[config.mk]
export PLATFORM = sky130hd
export DESIGN_NAME = nvr_access
export DESIGN_NICKNAME = d
export VERILOG_FILES = /design/src/include/nvr_pkg.sv /design/src/hw/nvr_unlock.sv /design/src/hw/nvr_access.sv
export VERILOG_INCLUDE_DIRS = /design/src /design/src/include
export SDC_FILE = /design/constraint.sdc
export NUM_CORES = 1
export LEC_CHECK = 0
export BUFFER_PORTS_ARGS = -buffer_cell sky130_fd_sc_hd__buf_2
export CAP_MARGIN = 20
export CORE_MARGIN = 2
export CORE_UTILIZATION = 55
export CTS_CLUSTER_DIAMETER = 60
export CTS_CLUSTER_SIZE = 30
export DETAILED_ROUTE_END_ITERATION = 12
export PLACE_DENSITY = 0.82
export SYNTH_ARGS = -nofsm -noshare
export SYNTH_HDL_FRONTEND = slang
export SYNTH_SLANG_ARGS = --single-unit
export TNS_END_PERCENT = 20
[constraint.sdc]
create_clock -name clk -period 3.3 [get_ports clk]
set_input_delay 0.66 -clock clk [delete_from_list [all_inputs] [get_ports clk]]
set_output_delay 0.66 -clock clk [all_outputs]
set_load 0.03 [all_outputs]
[src/include/nvr_cfg.svh]
// Offsets, bit positions, address ranges and timing of the NVM access block
`ifndef NVR_CFG_SVH
`define NVR_CFG_SVH
// ****************************************************************
// Register offsets
// ****************************************************************
`define NVR_OFS_DATA_LO 3'h0
`define NVR_OFS_DATA_HI 3'h1
`define NVR_OFS_ADDR_LO 3'h2
`define NVR_OFS_ADDR_HI 3'h3
`define NVR_OFS_CTRL 3'h4
`define NVR_OFS_KEY 3'h5
// ****************************************************************
// Control register bits
// ****************************************************************
`define NVR_BIT_REGION 6
`define NVR_BIT_LATCH 5
`define NVR_BIT_ERASE 4
`define NVR_BIT_ERR 3
`define NVR_BIT_ALLOW 2
`define NVR_BIT_GO 1
`define NVR_BIT_RD 0
// ****************************************************************
// Values
// ****************************************************************
`define NVR_KEY_FIRST 8'h55
`define NVR_KEY_SECOND 8'haa
`define NVR_BLANK_WORD 14'h3fff
`define NVR_ADDR_HI_FILL 1'b1
`define NVR_UID_LO 16'h8000
`define NVR_UID_HI 16'h8003
`define NVR_DEV_LO 16'h8005
`define NVR_DEV_HI 16'h8006
`define NVR_CFG_LO 16'h8007
`define NVR_CFG_HI 16'h800b
`define NVR_EE_LO 16'hf000
`define NVR_EE_HI 16'hf0ff
// ****************************************************************
// Timing
// ****************************************************************
`define NVR_CLK_PERIOD_NS 50
`define NVR_ERASE_TIME_NS 2000
`define NVR_PROG_TIME_NS 2000
`endif

[src/include/nvr_pkg.sv]
// Types shared by the NVM access block
package nvr_pkg;
  typedef enum logic [2:0] {
    NVR_ST_IDLE = 3'b000,
    NVR_ST_RD1 = 3'b001,
    NVR_ST_RD2 = 3'b010,
    NVR_ST_PROG = 3'b011,
    NVR_ST_WAIT = 3'b100
  } nvr_state_t;
  typedef enum logic [1:0] {
    NVR_KEY_IDLE = 2'b00,
    NVR_KEY_GOT1 = 2'b01,
    NVR_KEY_GOT2 = 2'b10
  } nvr_key_t;
endpackage

[src/hw/nvr_unlock.sv]
// Unlock key sequence tracker
`timescale 1ns/1ns
`include "nvr_cfg.svh"
module nvr_unlock import nvr_pkg::*; (
  input wire logic clk,
  input wire logic rst,
  input wire logic ce,
  input wire logic key_wr,
  input wire logic [7:0] key_data,
  input wire logic go_wr,
  input wire logic other_wr,
  output logic unlocked,
  output logic broken
);
  nvr_key_t st;
  nvr_key_t next_st;

  always_comb begin
    next_st = st;
    broken = 1'b0;
    case (st)
      NVR_KEY_IDLE: begin
        if (key_wr && key_data == `NVR_KEY_FIRST) begin
          next_st = NVR_KEY_GOT1;
        end
      end
      NVR_KEY_GOT1: begin
        if (key_wr && key_data == `NVR_KEY_SECOND) begin
          next_st = NVR_KEY_GOT2;
        end else if (key_wr || go_wr || other_wr) begin
          broken = 1'b1;
          next_st = NVR_KEY_IDLE;
        end
      end
      NVR_KEY_GOT2: begin
        // Only the very next write may be the go write
        if (go_wr) begin
          next_st = NVR_KEY_IDLE;
        end else if (key_wr || other_wr) begin
          broken = 1'b1;
          next_st = NVR_KEY_IDLE;
        end
      end
      default: begin
        next_st = NVR_KEY_IDLE;
      end
    endcase
  end

  assign unlocked = (st == NVR_KEY_GOT2);

  always_ff @(posedge clk) begin
    if (rst) begin
      st <= NVR_KEY_IDLE;
    end else if (ce) begin
      st <= next_st;
    end
  end
endmodule // nvr_unlock

[src/hw/nvr_access.sv]
// NVM region select, read path and erase/latch/program command engine
//
// Contract
// - Region select high steers reads and writes to the secondary region.
// - Secondary read outside mapped ranges clears data pair to zero.
// - User ID words 8000h-8003h are readable and writable.
// - Device and revision words 8005h-8006h read only, writes rejected.
// - Configuration words 8007h-800Bh read only.
// - Data EEPROM at F000h-F0FFh readable and writable.
// - Go with address on protected location sets write error flag.
// - Any reset during a self-write sets the write error flag.
// - Broken unlock sequence sets error flag and starts nothing.
// - Software may set the error flag; only software clears it.
// - Erase mode with region select low erases the addressed 32-word row; protected row gives error.
// - Latch-only mode with region select low copies data pair into selected latch, no memory access.
// - Program mode writes latched row to flash; protected row gives error.
// - Latches return to blank after a program operation.
// - Go is accepted only right after key writes 55h then AAh.
// - Operations self-timed; hardware clears go; software clear ignored.
// - Program allow low blocks all erase and program cycles.
// - Read start loads data pair, then clears itself; software only sets.
//
// Chosen here: the plain strobed port and the register addresses.
`timescale 1ns/1ns
`include "nvr_cfg.svh"
module nvr_access import nvr_pkg::*; #(
  parameter int ROW_WORDS = 32
) (
  input wire logic clk,
  input wire logic rst,
  input wire logic ce,
  input wire logic [2:0] reg_addr,
  input wire logic [7:0] reg_wdata,
  input wire logic reg_wr,
  input wire logic reg_rd,
  output logic [7:0] reg_rdata,
  input wire logic write_protect,
  output logic mem_secondary,
  output logic [14:0] mem_addr,
  output logic mem_rd_en,
  input wire logic [13:0] mem_rdata,
  output logic mem_wr_en,
  output logic [13:0] mem_wr_data,
  output logic mem_erase_en,
  output logic busy
);
  // ****************************************************************
  // Constants
  // ****************************************************************
  localparam int IDX_W = $clog2(ROW_WORDS);
  localparam int TMR_W = 16;
  localparam int ERASE_CYC = (`NVR_ERASE_TIME_NS + `NVR_CLK_PERIOD_NS - 1) / `NVR_CLK_PERIOD_NS;
  localparam int PROG_CYC = (`NVR_PROG_TIME_NS + `NVR_CLK_PERIOD_NS - 1) / `NVR_CLK_PERIOD_NS;

  initial begin
    if (ROW_WORDS < 2 || ROW_WORDS > 256 || (1 << IDX_W) != ROW_WORDS) begin
      $error("ROW_WORDS must be a power of two from 2 to 256");
    end
    if (ERASE_CYC >= (1 << TMR_W) || PROG_CYC >= (1 << TMR_W)) begin
      $error("Operation time does not fit the timer");
    end
  end

  // ****************************************************************
  // State
  // ****************************************************************
  logic [7:0] data_lo, next_data_lo;
  logic [5:0] data_hi, next_data_hi;
  logic [7:0] adr_lo, next_adr_lo;
  logic [6:0] adr_hi, next_adr_hi;
  logic region, next_region;
  logic latch_only, next_latch_only;
  logic erase_en, next_erase_en;
  logic err, next_err;
  logic allow, next_allow;
  logic go, next_go;
  logic rd_start, next_rd_start;
  logic [7:0] next_reg_rdata;
  nvr_state_t state, next_state;
  logic [TMR_W-1:0] tmr, next_tmr;
  logic [IDX_W-1:0] idx, next_idx;
  logic [13:0] latch [ROW_WORDS];
  logic [13:0] next_latch [ROW_WORDS];
  logic next_mem_secondary;
  logic [14:0] next_mem_addr;
  logic next_mem_rd_en;
  logic next_mem_wr_en;
  logic [13:0] next_mem_wr_data;
  logic next_mem_erase_en;
  logic wp_meta, wp_sync;

  // ****************************************************************
  // Decode
  // ****************************************************************
  logic [14:0] addr15;
  logic [15:0] full_addr;
  logic [13:0] data_word;
  logic in_uid, in_dev, in_cfg, in_ee;
  logic rd_ok, sec_wr_ok, wr_busy;
  logic key_wr, go_wr, other_wr, ctrl_wr;
  logic unlocked, key_broken;
  logic start_req, start_err, start_ok, latch_load, eng_done;

  function automatic logic in_rng(input logic [15:0] a, input logic [15:0] lo, input logic [15:0] hi);
    return (a >= lo) && (a <= hi);
  endfunction

  assign addr15 = {adr_hi, adr_lo};
  assign full_addr = {region, addr15};
  assign data_word = {data_hi, data_lo};
  assign in_uid = in_rng(full_addr, `NVR_UID_LO, `NVR_UID_HI);
  assign in_dev = in_rng(full_addr, `NVR_DEV_LO, `NVR_DEV_HI);
  assign in_cfg = in_rng(full_addr, `NVR_CFG_LO, `NVR_CFG_HI);
  assign in_ee = in_rng(full_addr, `NVR_EE_LO, `NVR_EE_HI);
  assign rd_ok = !region || in_uid || in_dev || in_cfg || in_ee;
  assign sec_wr_ok = in_uid || in_ee;
  assign wr_busy = (state == NVR_ST_PROG) || (state == NVR_ST_WAIT);
  assign busy = (state != NVR_ST_IDLE);

  assign ctrl_wr = reg_wr && (reg_addr == `NVR_OFS_CTRL);
  assign key_wr = reg_wr && (reg_addr == `NVR_OFS_KEY);
  assign go_wr = ctrl_wr && reg_wdata[`NVR_BIT_GO];
  assign other_wr = reg_wr && !key_wr && !go_wr;

  nvr_unlock u_unlock (
    .clk(clk),
    .rst(rst),
    .ce(ce),
    .key_wr(key_wr),
    .key_data(reg_wdata),
    .go_wr(go_wr),
    .other_wr(other_wr),
    .unlocked(unlocked),
    .broken(key_broken)
  );

  // Software clearing go mid-operation is ignored since only a set is decoded
  assign start_req = go_wr && unlocked && allow && !go && (state == NVR_ST_IDLE);
  assign latch_load = !region && !erase_en && latch_only;
  // Latch loads skip protection
  assign start_err = start_req && (region ? !sec_wr_ok : (!latch_load && wp_sync));
  assign start_ok = start_req && !start_err;
  assign eng_done = (state == NVR_ST_WAIT) && (tmr == '0);

  // ****************************************************************
  // Pin synchroniser
  // ****************************************************************
  always_ff @(posedge clk) begin
    if (rst) begin
      wp_meta <= 1'b1;
      wp_sync <= 1'b1;
    end else if (ce) begin
      wp_meta <= write_protect;
      wp_sync <= wp_meta;
    end
  end

  // ****************************************************************
  // Register file
  // ****************************************************************
  always_comb begin
    next_data_lo = data_lo;
    next_data_hi = data_hi;
    next_adr_lo = adr_lo;
    next_adr_hi = adr_hi;
    next_region = region;
    next_latch_only = latch_only;
    next_erase_en = erase_en;
    next_err = err;
    next_allow = allow;
    next_go = go;
    next_rd_start = rd_start;
    next_reg_rdata = 8'h00;
    if (reg_wr) begin
      case (reg_addr)
        `NVR_OFS_DATA_LO: next_data_lo = reg_wdata;
        `NVR_OFS_DATA_HI: next_data_hi = reg_wdata[5:0];
        `NVR_OFS_ADDR_LO: next_adr_lo = reg_wdata;
        `NVR_OFS_ADDR_HI: next_adr_hi = reg_wdata[6:0];
        `NVR_OFS_CTRL: begin
          next_region = reg_wdata[`NVR_BIT_REGION];
          next_latch_only = reg_wdata[`NVR_BIT_LATCH];
          next_erase_en = reg_wdata[`NVR_BIT_ERASE];
          next_allow = reg_wdata[`NVR_BIT_ALLOW];
          next_err = reg_wdata[`NVR_BIT_ERR];
        end
        default: begin
        end
      endcase
    end
    if (state == NVR_ST_RD2) begin
      next_rd_start = 1'b0;
      if (rd_ok) begin
        next_data_lo = mem_rdata[7:0];
        // EEPROM words are one byte wide
        next_data_hi = in_ee ? 6'h00 : mem_rdata[13:8];
      end else begin
        next_data_lo = 8'h00;
        next_data_hi = 6'h00;
      end
    end
    if (ctrl_wr && reg_wdata[`NVR_BIT_RD]) begin
      next_rd_start = 1'b1;
    end
    if (start_ok && !latch_load) begin
      next_go = 1'b1;
    end
    if (eng_done) begin
      next_go = 1'b0;
    end
    // Hardware set wins over a software clear in the same cycle
    if (start_err || key_broken) begin
      next_err = 1'b1;
    end
    if (reg_rd) begin
      case (reg_addr)
        `NVR_OFS_DATA_LO: next_reg_rdata = data_lo;
        `NVR_OFS_DATA_HI: next_reg_rdata = {2'b00, data_hi};
        `NVR_OFS_ADDR_LO: next_reg_rdata = adr_lo;
        `NVR_OFS_ADDR_HI: next_reg_rdata = {`NVR_ADDR_HI_FILL, adr_hi};
        `NVR_OFS_CTRL: next_reg_rdata = {1'b0, region, latch_only, erase_en, err, allow, go, rd_start};
        default: next_reg_rdata = 8'h00;
      endcase
    end
  end

  always_ff @(posedge clk) begin
    if (rst) begin
      data_lo <= 8'h00;
      data_hi <= 6'h00;
      adr_lo <= 8'h00;
      adr_hi <= 7'h00;
      region <= 1'b0;
      latch_only <= 1'b0;
      erase_en <= 1'b0;
      // A reset that cuts a self-write leaves the flag set
      err <= err | wr_busy;
      allow <= 1'b0;
      go <= 1'b0;
      rd_start <= 1'b0;
      reg_rdata <= 8'h00;
    end else if (ce) begin
      data_lo <= next_data_lo;
      data_hi <= next_data_hi;
      adr_lo <= next_adr_lo;
      adr_hi <= next_adr_hi;
      region <= next_region;
      latch_only <= next_latch_only;
      erase_en <= next_erase_en;
      err <= next_err;
      allow <= next_allow;
      go <= next_go;
      rd_start <= next_rd_start;
      reg_rdata <= next_reg_rdata;
    end
  end

  // ****************************************************************
  // Command engine
  // ****************************************************************
  always_comb begin
    next_state = state;
    next_tmr = tmr;
    next_idx = idx;
    next_latch = latch;
    next_mem_secondary = mem_secondary;
    next_mem_addr = mem_addr;
    next_mem_wr_data = mem_wr_data;
    next_mem_rd_en = 1'b0;
    next_mem_wr_en = 1'b0;
    next_mem_erase_en = 1'b0;
    case (state)
      NVR_ST_IDLE: begin
        if (start_ok) begin
          next_mem_secondary = region;
          if (region) begin
            next_mem_addr = addr15;
            next_mem_wr_data = data_word;
            next_mem_wr_en = 1'b1;
            next_tmr = TMR_W'(PROG_CYC - 1);
            next_state = NVR_ST_WAIT;
          end else if (erase_en) begin
            // Whole row, data pair unused
            next_mem_addr = {addr15[14:IDX_W], IDX_W'(0)};
            next_mem_erase_en = 1'b1;
            next_tmr = TMR_W'(ERASE_CYC - 1);
            next_state = NVR_ST_WAIT;
          end else if (latch_only) begin
            next_latch[adr_lo[IDX_W-1:0]] = data_word;
          end else begin
            next_idx = '0;
            next_state = NVR_ST_PROG;
          end
        end else if (rd_start) begin
          next_mem_secondary = region;
          next_mem_addr = addr15;
          next_mem_rd_en = 1'b1;
          next_state = NVR_ST_RD1;
        end
      end
      NVR_ST_RD1: begin
        next_state = NVR_ST_RD2;
      end
      NVR_ST_RD2: begin
        next_state = NVR_ST_IDLE;
      end
      NVR_ST_PROG: begin
        next_mem_addr = {addr15[14:IDX_W], idx};
        next_mem_wr_data = latch[idx];
        next_mem_wr_en = 1'b1;
        next_idx = idx + IDX_W'(1);
        if (idx == IDX_W'(ROW_WORDS - 1)) begin
          next_tmr = TMR_W'(PROG_CYC - 1);
          next_state = NVR_ST_WAIT;
        end
      end
      NVR_ST_WAIT: begin
        if (tmr == '0) begin
          for (int i = 0; i < ROW_WORDS; i++) begin
            next_latch[i] = `NVR_BLANK_WORD;
          end
          next_state = NVR_ST_IDLE;
        end else begin
          next_tmr = tmr - TMR_W'(1);
        end
      end
      default: begin
        next_state = NVR_ST_IDLE;
      end
    endcase
  end

  always_ff @(posedge clk) begin
    if (rst) begin
      state <= NVR_ST_IDLE;
      tmr <= '0;
      idx <= '0;
      for (int i = 0; i < ROW_WORDS; i++) begin
        latch[i] <= `NVR_BLANK_WORD;
      end
      mem_secondary <= 1'b0;
      mem_addr <= 15'h0000;
      mem_wr_data <= 14'h0000;
      mem_rd_en <= 1'b0;
      mem_wr_en <= 1'b0;
      mem_erase_en <= 1'b0;
    end else if (ce) begin
      state <= next_state;
      tmr <= next_tmr;
      idx <= next_idx;
      latch <= next_latch;
      mem_secondary <= next_mem_secondary;
      mem_addr <= next_mem_addr;
      mem_wr_data <= next_mem_wr_data;
      mem_rd_en <= next_mem_rd_en;
      mem_wr_en <= next_mem_wr_en;
      mem_erase_en <= next_mem_erase_en;
    end
  end
endmodule // nvr_access

Word-level counts from Yosys, hierarchy flattened
Cells that the tools add are included.

operators by class
  $add $sub $neg = 2
  magnitude comparators = 11
  equality and inequality tests = 30
  muxes and demuxes = 83
  bitwise operators = 3
  reduce and logical (&&, ||, !) cells = 75

operators by type and width
  cell                     number
  $mux W448                5
  $pmux W448 S2            1
  $bwmux W448              1
  $mux W16                 5
  $bmux W14 S5             1
  $demux W14 S5            1
  $mux W14                 5
  $ge A16 B16 Y1 const B   4
  $le A16 B16 Y1 const B   4
  $mux W15                 4
  $pmux W16 S3             1
  $mux W8                  5
  $pmux W8 S5              1
  $mux W6                  5
  $pmux W15 S2             1
  $pmux W14 S2             1
  $mux W1                  25
  $logic_and A1 B1 Y1      24
  $mux W3                  7
  $reduce_and A3 Y1        7
  $mux W5                  4
  $reduce_bool A2 Y1       9
  $logic_not A16 Y1        1
  $sub A16 B1 Y16 const B  1
  other kinds (35)         81

storage, ports and cells
  register bits after elaboration = 553
  input port bits = 31
  output and inout bits = 42
  word-level logic and storage cells = 260

Longest topological paths before layout
  depth after elaboration = 13
  depth in mapped cells = 13
  mapped depth without buffers = 9

Hierarchy
From an unflattened synthesis, not the netlist that was laid out.

second synthesis, totals
  cell total of the unflattened synthesis = 2,553
  area total of the unflattened synthesis = 25,989.9 sq um

by module, submodules not included
  module      times used  cells an instance  area an instance (sq um)  seq. area each (sq um)
  nvr_access  1           2,524              25,745.9                  11,040.6
  nvr_unlock  1           29                 244.0                     40.0

Worst setup path before layout
OpenSTA, ideal clock, no wires.

  path type = input -> register
  start = in reg_addr[0]
  end = reg latch[152] in the netlist's numbering
  setup time = 0.140 ns
  data arrival time = 2.880 ns
  required time = 3.160 ns
  setup slack = 0.280 ns
  cell stages on the path = 8
  buffers on the path = 3
  cell sequence = clkbuf_1 -> or3b_4 -> nor4_4 -> o211ai_4 -> buf_6 -> a2111oi_4 -> buf_2 -> a21oi_1

on the way
  word-level cells in the longest chain between the ends = 12

ends and longest elaborated chain
  element                                 RTL line           RTL
  start, declared                         nvr_access.sv:32   input wire logic [2:0] reg_addr,
  $eq A3 B3 Y1 (*)                        n/a
  $logic_and A1 B1 Y1 (*)                 nvr_access.sv:120  assign ctrl_wr = reg_wr && (reg_addr == `NVR_OFS_CTRL);
  $logic_and A1 B1 Y1 (*)                 nvr_access.sv:122  assign go_wr = ctrl_wr && reg_wdata[`NVR_BIT_GO];
  $logic_and A1 B1 Y1 (*) (4 in series)   nvr_access.sv:138  assign start_req = go_wr && unlocked && allow && !go && (state == NVR_ST_IDLE);
  $logic_and A1 B1 Y1                     nvr_access.sv:141  assign start_err = start_req && (region ? !sec_wr_ok : (!latch_load && wp_sync));
  $logic_not A1 Y1                        nvr_access.sv:142  assign start_ok = start_req && !start_err;
  $logic_and A1 B1 Y1 (*)                 nvr_access.sv:142
  $ne A2 B2 Y1 (no source line) (*)       n/a
  $reduce_and A7 Y1 (no source line) (*)  n/a
  end signal, assigned by index           nvr_access.sv:339  latch[i] <= `NVR_BLANK_WORD;
  end signal, assigned                    nvr_access.sv:351  latch <= next_latch;
  end, declared                           nvr_access.sv:82   logic [13:0] latch [ROW_WORDS];

Mark *: on every way between the ends. The rest lies on a longest branch, timed or not.
A chain may end at the register's enable or synchronous reset.

Final worst setup path
  start = reg state[0]
  end = reg latch[144] in the netlist's numbering

on the way
  word-level cells in the longest chain between the ends = 7
  elaborated cells between the ends (all ways) = 14
  classes of those cells = eq/ne: 6; mux: 1; reduce/logical: 7

ends and longest elaborated chain
  element                             RTL line                              RTL
  start, declared                     nvr_access.sv:79                      nvr_state_t state, next_state;
  start signal, assigned              nvr_access.sv:348                     state <= next_state;
  $logic_not A3 Y1                    nvr_access.sv:138, nvr_access.sv:272
  $logic_and A1 B1 Y1                 nvr_access.sv:138
  $logic_and A1 B1 Y1                 nvr_access.sv:141
  $logic_not A1 Y1                    nvr_access.sv:142
  $logic_and A1 B1 Y1                 nvr_access.sv:142
  $ne A2 B2 Y1 (no source line)       n/a
  $reduce_and A7 Y1 (no source line)  n/a

Several ways; a longest one is shown, not always the timed one.

==> results.yml <==
sta:
  rsz0062_at_grt: "false"
  tightest_slew_ps: 1370
  fin_skew_ps: 44.5
  setup_tns_ps: 0
  setup_viol: 0
  fmax_mhz: 331
  holdWs_ps: 291
  fin_crit_sh_pct: 91.6
  min_period_ps: 3020
  slew_headroom_pct: 8.93
  hold_violations: 0
  slew_viol_final: 0
worst_setup_path:
  rr_endpoint: "latch[144]$_SDFFE_PP1P_"
  crit_start: "state[0]$_SDFFE_PP0P_"
  path_cells: "nor2_1 -> nand2_1 -> nand2_1 -> nor2_2 -> buf_4 -> a21oi_1"
  arrival_ps: 3480
  worst-setup-path-type: "flip-flop to flip-flop"
  ff2ff_path_depth: 6
  cp_max_fo: 17
  critPathSlowestCell: "nor2_2"
  cp_data_required_time_ps: 3760
  path_common_cell: "nand2_1"
  critical_path.top_delay_family: "simple AND/OR/NAND/NOR gates"
  path_buf_inv: 1
  cp-end-kind: "flip-flop"
  worstSetupStartpointType: "flip-flop"
  reg2reg_slack_ps: 280
  r2r_start: "state[0]$_SDFFE_PP0P_"
  slowest_delay_ps: 910
cts:
  htreeDepth: 2
  cts_hold_buffers: 0
  cts_buffers: 35
  post_cts_buffers: 0
  path_clk_slew_ps: 90
  clock_sinks: 553
  clock-root-buffer: "clkbuf_16"
  clk_latency_ps: 600
  ctsResizeCount: 0
  clock_path_buffers: 3
  cts_tree: "built"
die:
  row_count: 78
  initial_utilization_pct: 55.5
  die-height_um: 218
  dieArea_um2: 47300
  die_w_um: 218
  ios: 73
  fp.coreArea_um2: 45200
synth:
  post_synth_num_cell_types: 75
  synth_top_area_share_pct: 44.1
  yosysWarnings: 0
  async_flop_share_pct: 0
  synthAdderAreaFrac_pct: 0.299
  syn_avg_cell_area_um2: 9.82
  synth_ff_type: "dfxtp_1"
  synth_top_family_by_area: "compound AO/OA/AOI/OAI gates"
  synth-compound-area-share_pct: 21.1
  synth_nets: 2590
  ys_seq_area_share_pct: 44.2
  synth_xor_area_share_pct: 0
  synth_area_um2: 25100
  synth_seq_cells: 553
  synth-edff-count: 1
  syn_inst: 2553
  synth_mux_area_share_pct: 11.9
  synth.area.top_cells: "dfxtp_1 44%, nor3_1 9.7%, mux4_2 9.1%, a21oi_1 7.6%, a21oi_2 5.0%"
  synth-simple-area-share_pct: 16.3
  synth_top_cell_by_area: "dfxtp_1"
job:
  drv_cap: 0
pwr:
  leakagePower_uw: 0.00848
  ir_worst_vdd_uv: 377
  power_density_nw_per_um2: 445
  power_uw: 12200
drt:
  routed-via-count: 20660
  drtIter0Drc: 2443
  via_per_inst: 6.60
  wl_per_cell_um: 23.2
  firstDrtPassIters: 6
  detail-route-antenna-nets: 0
  drc: 0
  postRouteWirelength_um: 72800
finish:
  final_cell_mix: "548 x dfxtp_1, 487 x nor3_1, 379 x a21oi_1"
  syn_to_final_growth_pct: 9.23
  drive_above_1_share_pct: 22.5
  num-nets-final: 2541
  finalNonFillerCells: 3131
  seq_area_um2: 11100
  multi_input_area_um2: 12600
  mostFrequentLayoutCell: "dfxtp_1"
  nFillCells: 3543
global_route:
  grt_pass1_wl_um: 112000
  overflow: 0
  antenna_found_initial: 1
  grt.total_usage_pct: 30.2
  grt_pass1_vias: 19669
  grt_max_degree: 239
placement:
  gp_congestion: 1.00
  hpwl_um: 48400
  dp.cells: 3066
  port_buffers: 72
hold_path:
  holdCritStartpoint: "write_protect"
  holdCritPathClass: "input port to flip-flop"
  holdPathStages: 3
  min_to: "wp_meta$_SDFFE_PP1P_"
status:
  status: "finished clean"
-- registers in the layout (all words and copies together), names as in the netlist, 2 cells and up --
name,cells
data_lo,8
adr_hi,7
state,3
latch,448
mem_wr_data,14
data_hi,6
idx,5
tmr,16
u_unlock.st,2
mem_addr,15
adr_lo,8
reg_rdata,8
-- cells in the mapped netlist (32+ instances only) --
library cell / n
mux2i_1: 59
nor2_1: 114
a21oi_1: 379
a21oi_2: 144
mux4_2: 101
nand2_1: 90
buf_6: 58
a2111oi_4: 32
dfxtp_1: 552
clkbuf_1: 146
nor3_1: 487
buf_2: 38
-- how the worst max path moves through the flow --
stage | slack [ps] | cells after the start | to
2_1_floorplan | 280 | 8 | latch[152]$_SDFFE_PP1P_
4_1_cts | 310 | 6 | latch[144]$_SDFFE_PP1P_
6_report | 280 | 6 | latch[144]$_SDFFE_PP1P_
3_5_place_dp | 200 | 9 | latch[73]$_SDFFE_PP1P_
3_3_place_gp | 310 | 9 | latch[160]$_SDFFE_PP1P_
5_1_grt | 130 | 6 | latch[144]$_SDFFE_PP1P_
-- metrics by stage --
stage	util, %	setup slack, ps	cell area (um^2)
after floorplan	-	280	25100
after global placement	57.8	306	26100
after detailed placement	57.8	195	26100
after CTS	60.6	311	27400
after global routing	60.6	132	27400
final	60.6	279	27400
-- where the power goes --
group	leakage, uW	internal [uW]	switching, uW
logic	0.00340	129	492
clock network	0.000595	2200	2650
registers	0.00448	6680	29.1
-- worst min-delay path: stages --
cell,delay (ps)
buf_2,80
mux2i_1,60
nand2_1,60
-- layer usage --
layer,vias to the layer above,wire length (um),share of wire [%],global-route usage [%]
met4,0,3930,5.4,16.5
li1,9441,-,-,-
met3,208,6470,8.9,4.85
met2,1047,33500,46,48.2
met1,9964,28800,40,39.2
met5,-,0,0,0
-- cells by family after synthesis --
| family | Yosys count |
|---|---|
| adders and majority gates | 6 |
| AOI/OAI and AO/OA | 725 |
| DFF | 553 |
| buffers and inverters | 277 |
| and+or+nand+nor | 821 |
| muxes | 171 |
-- area by class of cell --
class / count / share of cell area [%]
repair buffers: 178 / 6.28
inverters: 13 / 0.178
multi-input cells: 1723 / 45.8
clock inverters: 26 / 1.18
flip-flops and latches: 553 / 40.5
clock buffers: 37 / 3.30
diodes: 1 / 0.00913
well taps: 600 / 2.74
Note: power is estimated with default switching activity, not from simulation.
